### src/rtl/gtap_pkg.sv
// package: constants and types for the general-purpose timer block
package gtap_pkg;

  // ****************************************************************
  // widths and channel counts
  // ****************************************************************
  localparam int FRC_W   = 16;  // free-running count width
  localparam int ACC_W   = 8;   // accumulator count width
  localparam int PWM_W   = 8;   // pulse-width counter width
  localparam int N_CAP   = 3;   // capture channels
  localparam int N_CMP   = 5;   // compare channels
  localparam int N_PWM   = 2;   // pulse-width outputs

  // ****************************************************************
  // timing: ratios of the system clock
  // ****************************************************************
  localparam int PHASE_PER_SYS  = 1;  // phase clock runs at sys rate
  localparam int FRC_PHASE_DIV  = 4;  // count advances at phase/4
  localparam int PWM_PHASE_DIV  = 2;  // pwm resolution 2 clocks
  localparam int FRC_DIV_CYC    = FRC_PHASE_DIV * PHASE_PER_SYS;
  localparam int PWM_DIV_CYC    = PWM_PHASE_DIV * PHASE_PER_SYS;
  localparam int FILT_CYC       = 2;  // stable samples to accept a level

  // ****************************************************************
  // reset values
  // ****************************************************************
  localparam logic [FRC_W-1:0] FRC_RST = 16'h0000;
  localparam logic [ACC_W-1:0] ACC_RST = 8'h00;
  localparam logic [PWM_W-1:0] PWM_RST = 8'h00;

  // ****************************************************************
  // modes
  // ****************************************************************
  typedef enum logic [1:0] {
    GTAP_ACC_OFF,
    GTAP_ACC_EVENT,
    GTAP_ACC_GATED,
    GTAP_ACC_OVF
  } gtap_acc_mode_e;

  typedef enum logic [1:0] {
    GTAP_EDGE_OFF,
    GTAP_EDGE_RISE,
    GTAP_EDGE_FALL,
    GTAP_EDGE_BOTH
  } gtap_edge_e;

endpackage : gtap_pkg

### src/rtl/gtap_cond.sv
// module: input conditioner, two-stage synchronizer plus digital filter
`timescale 1ns/1ps
`default_nettype none

module gtap_cond
  import gtap_pkg::*;
#(
  parameter int FILT = gtap_pkg::FILT_CYC
) (
  input  wire logic clk,
  input  wire logic rst_b,
  input  wire logic raw,
  output var  logic cond_q
);

  localparam int CW = $clog2(FILT + 1);

  logic          meta_q;
  logic          sync_q;
  logic [CW-1:0] run_q;
  logic [CW-1:0] run_d;
  logic          flip;

  // ****************************************************************
  // synchronizer: meta_q feeds only sync_q
  // ****************************************************************
  always_ff @(posedge clk or negedge rst_b) begin
    if (!rst_b) begin
      meta_q <= 1'b0;
      sync_q <= 1'b0;
    end else begin
      meta_q <= raw;
      sync_q <= meta_q;
    end
  end

  // filter: a new level must hold FILT samples, rejecting short glitches
  assign flip  = (sync_q != cond_q) && (run_q == CW'(FILT - 1));
  assign run_d = (sync_q == cond_q || flip) ? '0 : run_q + 1'b1;

  always_ff @(posedge clk or negedge rst_b) begin
    if (!rst_b) begin
      run_q  <= '0;
      cond_q <= 1'b0;
    end else begin
      run_q  <= run_d;
      cond_q <= flip ? sync_q : cond_q;
    end
  end

endmodule : gtap_cond

`default_nettype wire

### src/rtl/gtap_timer.sv
// module: timer with capture, compare, pulse accumulator and pwm
// Notes on behaviour
// - event mode: each leading edge bumps accumulator and sets edge flag
// - accumulator wrapping from all ones to zero sets overflow flag
// - gated mode counts while input at its active level; flag set when gate ends
// - overflow-gated: count only on free-running wrap with input at its active level
// - free-running count advances every fourth phase clock
// - fast pwm: high when counter wraps to zero, low at duty match
// - compare match sets flag first, then toggles pin next cycle
// - selected capture edge latches count and sets flag same cycle
// - every capture and accumulator pin input passes synchronizer then filter before use
// - capture pin driven as output is seen by its own input path
`timescale 1ns/1ps
`default_nettype none

module gtap_timer
  import gtap_pkg::*;
#(
  parameter int NCAP = gtap_pkg::N_CAP,
  parameter int NCMP = gtap_pkg::N_CMP,
  parameter int NPWM = gtap_pkg::N_PWM
) (
  input  wire logic                              clk,
  input  wire logic                              rst_b,
  // capture pins and their general-purpose output use
  input  wire logic [NCAP-1:0]                   cap_pin_in,
  output var  logic [NCAP-1:0]                   cap_pin_out_q,
  output var  logic [NCAP-1:0]                   cap_pin_oe_b_q,
  input  wire logic [NCAP-1:0]                   cap_gpo_en,
  input  wire logic [NCAP-1:0]                   cap_gpo_val,
  input  wire gtap_pkg::gtap_edge_e [NCAP-1:0]   cap_edge_sel,
  output var  logic [NCAP-1:0][gtap_pkg::FRC_W-1:0] cap_value_q,
  output var  logic [NCAP-1:0]                   capture_flag_q,
  input  wire logic [NCAP-1:0]                   capture_flag_clr,
  // compare channels
  input  wire logic [NCMP-1:0][gtap_pkg::FRC_W-1:0] cmp_value,
  output var  logic [NCMP-1:0]                   compare_channel_q,
  output var  logic [NCMP-1:0]                   cmp_flag_q,
  input  wire logic [NCMP-1:0]                   cmp_flag_clr,
  // pulse accumulator
  input  wire logic                              accum_input_pin,
  input  wire gtap_pkg::gtap_acc_mode_e          accum_mode,
  input  wire logic                              accum_rise_sel,
  output var  logic [gtap_pkg::ACC_W-1:0]        accum_count_q,
  output var  logic                              accum_edge_flag_q,
  input  wire logic                              accum_edge_clr,
  output var  logic                              accum_overflow_flag_q,
  input  wire logic                              accum_ovf_clr,
  // pulse-width outputs
  input  wire logic [NPWM-1:0][gtap_pkg::PWM_W-1:0] pwm_duty,
  output var  logic [NPWM-1:0]                   pulse_width_output_q,
  // free-running count
  output var  logic [gtap_pkg::FRC_W-1:0]        free_running_count_q
);

  localparam int PW = $clog2(FRC_DIV_CYC);
  localparam int QW = $clog2(PWM_DIV_CYC);

  // ****************************************************************
  // reset release
  // ****************************************************************
  logic rst_m_q;
  logic rst_s_q;

  always_ff @(posedge clk or negedge rst_b) begin
    if (!rst_b) begin
      rst_m_q <= 1'b0;
      rst_s_q <= 1'b0;
    end else begin
      rst_m_q <= 1'b1;
      rst_s_q <= rst_m_q;
    end
  end

  // ****************************************************************
  // prescalers and free-running count
  // ****************************************************************
  logic [PW-1:0] presc_q;
  logic [QW-1:0] pwdiv_q;
  logic          frc_tick;
  logic          pwm_tick;
  logic          frc_wrap;

  assign frc_tick = (presc_q == PW'(FRC_DIV_CYC - 1));
  assign pwm_tick = (pwdiv_q == QW'(PWM_DIV_CYC - 1));
  assign frc_wrap = frc_tick && (free_running_count_q == '1);

  // count only on the divided enable, one clock domain throughout
  always_ff @(posedge clk or negedge rst_s_q) begin
    if (!rst_s_q) begin
      presc_q              <= '0;
      pwdiv_q              <= '0;
      free_running_count_q <= FRC_RST;
    end else begin
      presc_q              <= frc_tick ? '0 : presc_q + 1'b1;
      pwdiv_q              <= pwm_tick ? '0 : pwdiv_q + 1'b1;
      if (frc_tick)
        free_running_count_q <= free_running_count_q + 1'b1;
    end
  end

  // ****************************************************************
  // capture channels
  // ****************************************************************
  for (genvar i = 0; i < NCAP; i++) begin : g_cap
    logic seen;
    logic flt;
    logic flt_prev_q;
    logic rise;
    logic fall;
    logic hit;

    // a driven pin is read back from its own output register, not the pad
    assign seen = cap_pin_oe_b_q[i] ? cap_pin_in[i]
                                    : cap_pin_out_q[i];

    gtap_cond u_cond (
      .clk    (clk),
      .rst_b  (rst_s_q),
      .raw    (seen),
      .cond_q (flt)
    );

    assign rise = flt && !flt_prev_q;
    assign fall = !flt && flt_prev_q;
    assign hit  = (cap_edge_sel[i] == GTAP_EDGE_RISE && rise) ||
                  (cap_edge_sel[i] == GTAP_EDGE_FALL && fall) ||
                  (cap_edge_sel[i] == GTAP_EDGE_BOTH && (rise || fall));

    always_ff @(posedge clk or negedge rst_s_q) begin
      if (!rst_s_q) begin
        flt_prev_q        <= 1'b0;
        cap_value_q[i]    <= FRC_RST;
        capture_flag_q[i] <= 1'b0;
        cap_pin_out_q[i]  <= 1'b0;
        cap_pin_oe_b_q[i] <= 1'b1;
      end else begin
        flt_prev_q        <= flt;
        cap_pin_out_q[i]  <= cap_gpo_val[i];
        cap_pin_oe_b_q[i] <= !cap_gpo_en[i];
        if (hit)
          cap_value_q[i] <= free_running_count_q;
        // set beats a clear in the same cycle
        capture_flag_q[i] <= hit ||
          (capture_flag_q[i] && !capture_flag_clr[i]);
      end
    end
  end

  // ****************************************************************
  // compare channels
  // ****************************************************************
  for (genvar j = 0; j < NCMP; j++) begin : g_cmp
    logic match;
    logic pend_q;

    assign match = frc_tick && (free_running_count_q == cmp_value[j]);

    // flag first; the pin follows one clock later
    always_ff @(posedge clk or negedge rst_s_q) begin
      if (!rst_s_q) begin
        pend_q               <= 1'b0;
        cmp_flag_q[j]        <= 1'b0;
        compare_channel_q[j] <= 1'b0;
      end else begin
        pend_q        <= match;
        cmp_flag_q[j] <= match ||
          (cmp_flag_q[j] && !cmp_flag_clr[j]);
        if (pend_q)
          compare_channel_q[j] <= !compare_channel_q[j];
      end
    end
  end

  // ****************************************************************
  // pulse accumulator
  // ****************************************************************
  logic acc_flt;
  logic acc_prev_q;
  logic acc_active;
  logic acc_lead;
  logic acc_trail;
  logic acc_inc;
  logic acc_evt;

  gtap_cond u_acc_cond (
    .clk    (clk),
    .rst_b  (rst_s_q),
    .raw    (accum_input_pin),
    .cond_q (acc_flt)
  );

  assign acc_active = accum_rise_sel ? acc_flt : !acc_flt;
  assign acc_lead   = acc_active && !(accum_rise_sel ? acc_prev_q
                                                     : !acc_prev_q);
  assign acc_trail  = !acc_active && (accum_rise_sel ? acc_prev_q
                                                     : !acc_prev_q);

  // increment and flag sources per mode
  always_comb begin
    acc_inc = 1'b0;
    acc_evt = 1'b0;
    unique case (accum_mode)
      GTAP_ACC_OFF: begin
        acc_inc = 1'b0;
      end
      GTAP_ACC_EVENT: begin
        acc_inc = acc_lead;
        acc_evt = acc_lead;
      end
      GTAP_ACC_GATED: begin
        acc_inc = frc_tick && acc_active;
        acc_evt = acc_trail;
      end
      GTAP_ACC_OVF: begin
        acc_inc = frc_wrap && acc_active;
        acc_evt = acc_trail;
      end
    endcase
  end

  always_ff @(posedge clk or negedge rst_s_q) begin
    if (!rst_s_q) begin
      acc_prev_q            <= 1'b0;
      accum_count_q         <= ACC_RST;
      accum_edge_flag_q     <= 1'b0;
      accum_overflow_flag_q <= 1'b0;
    end else begin
      acc_prev_q <= acc_flt;
      if (acc_inc)
        accum_count_q <= accum_count_q + 1'b1;
      accum_edge_flag_q <= acc_evt ||
        (accum_edge_flag_q && !accum_edge_clr);
      accum_overflow_flag_q <= (acc_inc && accum_count_q == '1) ||
        (accum_overflow_flag_q && !accum_ovf_clr);
    end
  end

  // ****************************************************************
  // fast-mode pulse-width outputs
  // ****************************************************************
  logic [PWM_W-1:0] pwm_cnt_q;
  logic [PWM_W-1:0] pwm_nxt;

  assign pwm_nxt = pwm_cnt_q + 1'b1;

  always_ff @(posedge clk or negedge rst_s_q) begin
    if (!rst_s_q)
      pwm_cnt_q <= PWM_RST;
    else if (pwm_tick)
      pwm_cnt_q <= pwm_nxt;
  end

  for (genvar k = 0; k < NPWM; k++) begin : g_pwm
    // a duty of zero wins over the wrap, so the output stays low
    always_ff @(posedge clk or negedge rst_s_q) begin
      if (!rst_s_q) begin
        pulse_width_output_q[k] <= 1'b0;
      end else if (pwm_tick) begin
        if (pwm_nxt == pwm_duty[k])
          pulse_width_output_q[k] <= 1'b0;
        else if (pwm_nxt == '0)
          pulse_width_output_q[k] <= 1'b1;
      end
    end
  end

endmodule : gtap_timer

`default_nettype wire

### config.mk
export PLATFORM = sky130hd
export DESIGN_NAME = gtap_timer
export DESIGN_NICKNAME = d
export VERILOG_FILES = /design/src/rtl/gtap_pkg.sv /design/src/rtl/gtap_cond.sv /design/src/rtl/gtap_timer.sv
export SDC_FILE = /design/constraint.sdc
export NUM_CORES = 1
export LEC_CHECK = 0
export CAP_MARGIN = 30
export CORE_ASPECT_RATIO = 0.6
export CORE_MARGIN = 3
export CORE_UTILIZATION = 30
export DETAILED_ROUTE_END_ITERATION = 10
export DONT_BUFFER_PORTS = 1
export SLEW_MARGIN = 20
export SYNTH_ARGS = -nofsm -noshare
export SYNTH_HDL_FRONTEND = slang
export SYNTH_SLANG_ARGS = --single-unit
### constraint.sdc
create_clock -name clk -period 4.95 [get_ports clk]
set_input_delay 0.99 -clock clk [delete_from_list [all_inputs] [get_ports clk]]
set_output_delay 0.99 -clock clk [all_outputs]
set_load 0.03 [all_outputs]
# Word-level counts from Yosys, hierarchy flattened
# Index checks and enable logic that the tools add are counted.
totals:
  regBits: 137
  latch_bits: 0
  ramBits: 0
  mem_bits_ro: 0
  inputBits: 127
  out_inout_bits: 95
  elab_cells: 215
  memories: 0
classes:
  add_sub_neg: 9
  mul: 0
  div: 0
  n_lt_le_gt_ge: 0
  n_eq_ne: 34
  shifts: 0
  mux: 16
  bitwise_logic: 0
  reduce_logical: 98
op_table:
  columns: ["op", "count"]
  rows:
  - ["$eq A16 B16 Y1", 5]
  - ["$logic_and A1 B1 Y1", 40]
  - ["$logic_not A1 Y1", 28]
  - ["$logic_or A1 B1 Y1", 23]
  - ["$eq A2 B2 Y1 const B", 9]
  - ["$add A16 B1 Y16 const B", 1]
  - ["$add A8 B1 Y8 const B", 2]
  - ["$eq A16 B16 Y1 const B", 1]
  - ["$eq A2 B1 Y1 const B", 8]
  - ["$eq A8 B8 Y1", 2]
  - ["$add A2 B1 Y2 const B", 5]
  - ["$mux W2", 5]
  - ["$mux W1", 9]
  - ["$eq A8 B8 Y1 const B", 1]
  - ["$logic_not A8 Y1", 1]
  - ["$eq A1 B1 Y1", 4]
  - ["$ne A1 B1 Y1", 4]
  - ["$pmux W1 S4", 1]
  - ["$reduce_and A2 Y1", 2]
  - ["$reduce_bool A2 Y1", 2]
  - ["$logic_not A2 Y1", 1]
  - ["$pmux W1 S2", 1]
  - ["$reduce_or A2 Y1", 1]
  - ["$add A1 B1 Y1 const B", 1]

# Depth between registers and ports, before layout
logic_depth:
  ltp_word: 7
  mapped_depth: 8
  mapped_depth_nobuf: 7

# Modules after synthesis
# A second synthesis with hierarchy kept.
unflattened:
  hier_cells: 563
  area_unflattened_um2: 6723.9
by_module_without_submodules:
  columns: ["mod", "n_inst", "cells_per_inst", "area_each_um2", "seq_area_each_um2"]
  rows:
  - ["gtap_timer", 1, 519, 6038.3, 2931.6]
  - ["gtap_cond", 4, 11, 171.4, 125.1]

# Worst setup path after synthesis
# Ideal clock, no wire load.
synth_path:
  path_kind: "input -> register"
  startpoint: "input cap_edge_sel[1] (netlist bit)"
  endpoint: "register cap_value_q[10] (netlist bit)"
  setup_ps: 125
  t_arrival_ps: 2104
  required_ps: 4825
  slack_ps: 2721
  cell_stages: 5
  path_buffers: 1
  cell_sequence: "mux2i_1 > nand2_1 > o21ai_1 > buf_2 > mux2_2"
synth_via:
  elab_chain_len: 4
  word_cells_on_any_way: 8
  classes_between: "eq/ne: 3; reduce/logical: 5"
synth_rtl:
  columns: ["element", "line", "source"]
  rows:
  - ["from (decl)", "gtap_timer.sv:31", "input wire gtap_pkg::gtap_edge_e [NCAP-1:0] cap_edge_sel,"]
  - ["$eq A2 B1 Y1 or $eq A2 B2 Y1 (tied branches)", "gtap_timer.sv:126, gtap_timer.sv:127", null]
  - ["$logic_and A1 B1 Y1 (on tied branches)", "gtap_timer.sv:126, gtap_timer.sv:127", null]
  - ["$logic_or A1 B1 Y1", "gtap_timer.sv:126", "assign hit = (cap_edge_sel[i] == GTAP_EDGE_RISE && rise) ||"]
  - ["$logic_or A1 B1 Y1 (*)", "gtap_timer.sv:127", "(cap_edge_sel[i] == GTAP_EDGE_FALL && fall) ||"]
  - ["to (signal, indexed assignment)", "gtap_timer.sv:142", "cap_value_q[i] <= free_running_count_q;"]
  - ["to (decl)", "gtap_timer.sv:32", "output var logic [NCAP-1:0][gtap_pkg::FRC_W-1:0] cap_value_q,"]
# Mark *: on every way between the ends. The rest lies on a longest branch, timed or not.
# A chain may end at the register's enable or synchronous reset.

# Worst setup path after layout
layout_path:
  startpoint: "register free_running_count_q[9] (netlist bit)"
  endpoint: "output free_running_count_q[9] (netlist bit)"
layout_rtl:
  columns: ["element", "line", "source"]
  rows:
  - ["from (decl)", "gtap_timer.sv:53", "output var logic [gtap_pkg::FRC_W-1:0] free_running_count_q"]
  - ["from (signal assigned)", "gtap_timer.sv:98", "free_running_count_q <= free_running_count_q + 1'b1;"]
# No word-level cell between the ends.

==> reports/summary.md <==
Clock-pin slew was measured on the worst setup and hold paths at 60 ps. Endpoint class of the critical path: a primary output. The synthesized design spends more area on one cell type than any other, namely dfrtp_1. The count of buffers added on input and output ports is 0. The kind of start point of the critical path was a flip-flop. The layout has 2130 filler cells. The instance count of the mapped netlist came out at 587.

In this run the worst setup path begins at free_running_count_q[9]$_DFFE_PN0P_. The reg-to-reg startpoint is free_running_count_q[7]$_DFFE_PN0P_. The number of placement rows was 41. The clock tree root buffer cell was clkbuf_16. The slew at the pin closest to its max-slew limit works out to 998 ps. From synthesis to final layout, the design area changed by 13.8%.

The post-synthesis register bit count is 137, and the total global routing overflow is 0. The synthesized design contains 0 enable-type register cells. The logs give 15.4% for the aggregate global-route resource usage and 7030 um2 for the placed instance area. The portion of synthesized cell area occupied by the leading cell type was 50.0%; the largest net degree at the start of global routing was 67. Setup repair after global routing left no endpoint under its margin. Type of the most critical hold path: flip-flop to asynchronous set/reset pin. In the post-synthesis netlist, the cell with the most instances is dfrtp_1. The number of antenna violations at the first check in global routing was 0; the number of antenna diodes was 0.

The number of buffers inserted during clock tree synthesis was 17; the time the final worst path needs with I/O delays and setup was 2410 ps. From left edge to right edge, the die measures 199 um. The number of nets handed over by synthesis was 728.

Measured against its own limit, the worst slew margin works out to 33.5%. Hold repair after CTS inserted 0 buffers. Pin placement for this block handled 222 I/O pins. Sorting the synthesized cells by how often they occur yields dfrtp_1, xnor2_1, mux2_2, nor2_1.

The tools report the via count of the first global-routing pass as 4199. Synthesis instantiated 41 different standard cells from the library. For the final count of hold timing violations, the log shows 0. The iteration-0 DRC count of the detailed router is 284.

The setup total negative slack came out at 0 ps. In this run the remaining antenna-violating nets after routing total 0. Cells with a size suffix above 1 make up 18.6% of the layout.

The count of max-cap constraint violations was 0; the share of the cycle needed by the critical path after routing was 48.8%. TritonCTS built the clock tree. In this run the power density over the cells is 419 nW/um2. The tools report the level count of the clock H-tree as 4. Clock latency on the worst-skew pair, taken at its later pin, is 420 ps. The logs give 0 for the count of buffers added by post-CTS timing repair for setup and 0 for the number of warning messages in the yosys log.

The first TritonRoute pass finished after 5 iterations. The number of nets in the final layout came out at 731. The mean routed wirelength per cell was 21.1 um; the placeable core region was 21500 um2.

The floorplan step defined a die boundary enclosing 24300 um2. For the final database, setup skew stands at 7.68 ps. The maximum VDD drop is 225 uV. After detailed routing, the number of remaining DRC violations is 0.

Placer congestion estimate: 0.791. The run gives 414 MHz as the maximum clock frequency. The clock sink count was 137; the average cell area after synthesis was 11.4 um2. The vertical die dimension was 122 um. The run gives 51.1% as the sequential element share of the synthesized area. The most instantiated flip-flop cell in the synthesis netlist is dfrtp_1. Wires add up to 18.6 mm. For the leakage power total, the log shows 0.00335 uW.

The initial core utilization was 31.2%; the number of gates resized after cts was 0. For the number of max-slew violations in the final report, the log shows 0. For the worst setup path, the data required time is 3960 ps. Once detailed placement completed, the half-perimeter wirelength came to 13.8 mm. In the synthesized netlist the async set-or-reset flop fraction comes to 100%. Setup violations remaining at the end of the flow were counted as 0. In this run the cell area of the synthesized design comes to 6710 um2. Dividing the detail-routed via count by the number of cells gives 4.78. Clock tree buffer depth: 2.

The flow ran to the end, and the final reports show no timing, DRC or antenna violations. Across all layers, the routed design uses 4220 vias. The type of the worst setup path is flip-flop to primary output. The first global-routing pass estimated 26.9 mm of wire. STA puts the critical path data arrival time at 1420 ps. Along the worst path, the maximum fanout reaches 13. Core utilization of the finished layout: 35.5%.

The area of all placed cells without fillers was 7640 um2. After synthesis, the cell types taking the most area are dfrtp_1, xnor2_1, mux2_2.
[logic make-up after synthesis]
logic type               Yosys count  synth area share [%]
flip-flops                       137                  51.1
AND/OR/NAND/NOR                  139                  10.6
AO/OA/AOI/OAI                     40                  3.71
multiplexers                      55                  9.19
XOR/XNOR                         141                  18.4
buffers and inverters             60                  4.27
adder cells (fa/ha/maj)           14                  2.61
other                              1                0.0559
[routing by layer]
| metal | global-route usage, % | share of wire (%) | vias to the layer above |
|---|---|---|---|
| met2 | 23.0 | 44 | 155 |
| met4 | 4.12 | 1.1 | 0 |
| met3 | 6.11 | 9.3 | 10 |
| met1 | 20.9 | 45 | 2084 |
| met5 | 0 | 0 | - |
| li1 | - | - | 1971 |
[final timing paths]
path                       cells after the start  slack (ps)                     endpoint
setup / recovery                               0        2540      free_running_count_q[9]
hold / removal                                 0         230   cap_value_q[0]$_DFFE_PN0P_
setup reg to reg                               5        2620      cmp_flag_q[1]$_DFF_PN0_
hold reg to reg                                0         230   cap_value_q[0]$_DFFE_PN0P_
max in group asynchronous                      1        3810  cap_value_q[41]$_DFFE_PN0P_
min in group clk                               0         350            rst_s_q$_DFF_PN0_
[worst register-to-register path, cell delays in order, from the launching register on]
cell and delay [ps]:
dfrtp_1 950, xnor2_1 200, nand4_1 180, nor4_1 590, and3_1 270, a21o_1 90
[registers in the layout, summed over array words and instances, names as in the netlist, 5 cells and up]
register,cells
compare_channel_q,5
g_cmp.pend_q,5
g_cap.u_cond.run_q,6
cap_value_q,48
accum_count_q,8
free_running_count_q,16
pwm_cnt_q,8
cmp_flag_q,5
[cell type report]
type	instances	area, um2	share of cell area, %
clock inverters	15	155	2.03
well taps	279	349	4.57
multi-input cells	390	3000	39.2
flip-flops and latches	137	3440	45.0
repair buffers	17	174	2.28
clock buffers	17	425	5.57
inverters	27	101	1.33
[power breakdown]
| group | switching (uW) | internal (uW) |
|---|---|---|
| Sequential | 227 | 1250 |
| Clock | 551 | 712 |
| Combinational | 232 | 235 |
[cell usage in the layout (no fill, tap or decap), types with 4 or more instances in the layout]
master	Yosys	layout
dfrtp_1	134	133
xnor2_1	115	115
mux2_2	52	52
nor2_1	28	28
inv_1	27	27
nand2_1	27	27
xor2_1	26	26
nand4_1	26	26
nand3_1	20	20
clkbuf_16	0	17
o21ai_0	14	14
ha_1	14	14
and3_1	12	12
buf_4	3	12
nand2b_1	7	7
nor4_1	7	7
a21oi_1	7	7
a21o_1	6	6
inv_6	0	6
nor3_1	4	4
clkinvlp_4	0	4
[metrics by stage]
| step | hold WS (ps) | std cells | power, uW | setup WS [ps] |
|---|---|---|---|---|
| after floorplan | 331 | 587 | 1830 | 856 |
| after global placement | 335 | 845 | 1940 | 2460 |
| after CTS | 228 | 881 | 3250 | 2470 |
| after detailed placement | 336 | 849 | 1960 | 2620 |
| final | 228 | 882 | 3200 | 2540 |
| after global routing | 222 | 882 | 3390 | 2480 |
No activity file was read; power rests on OpenSTA's default activity.
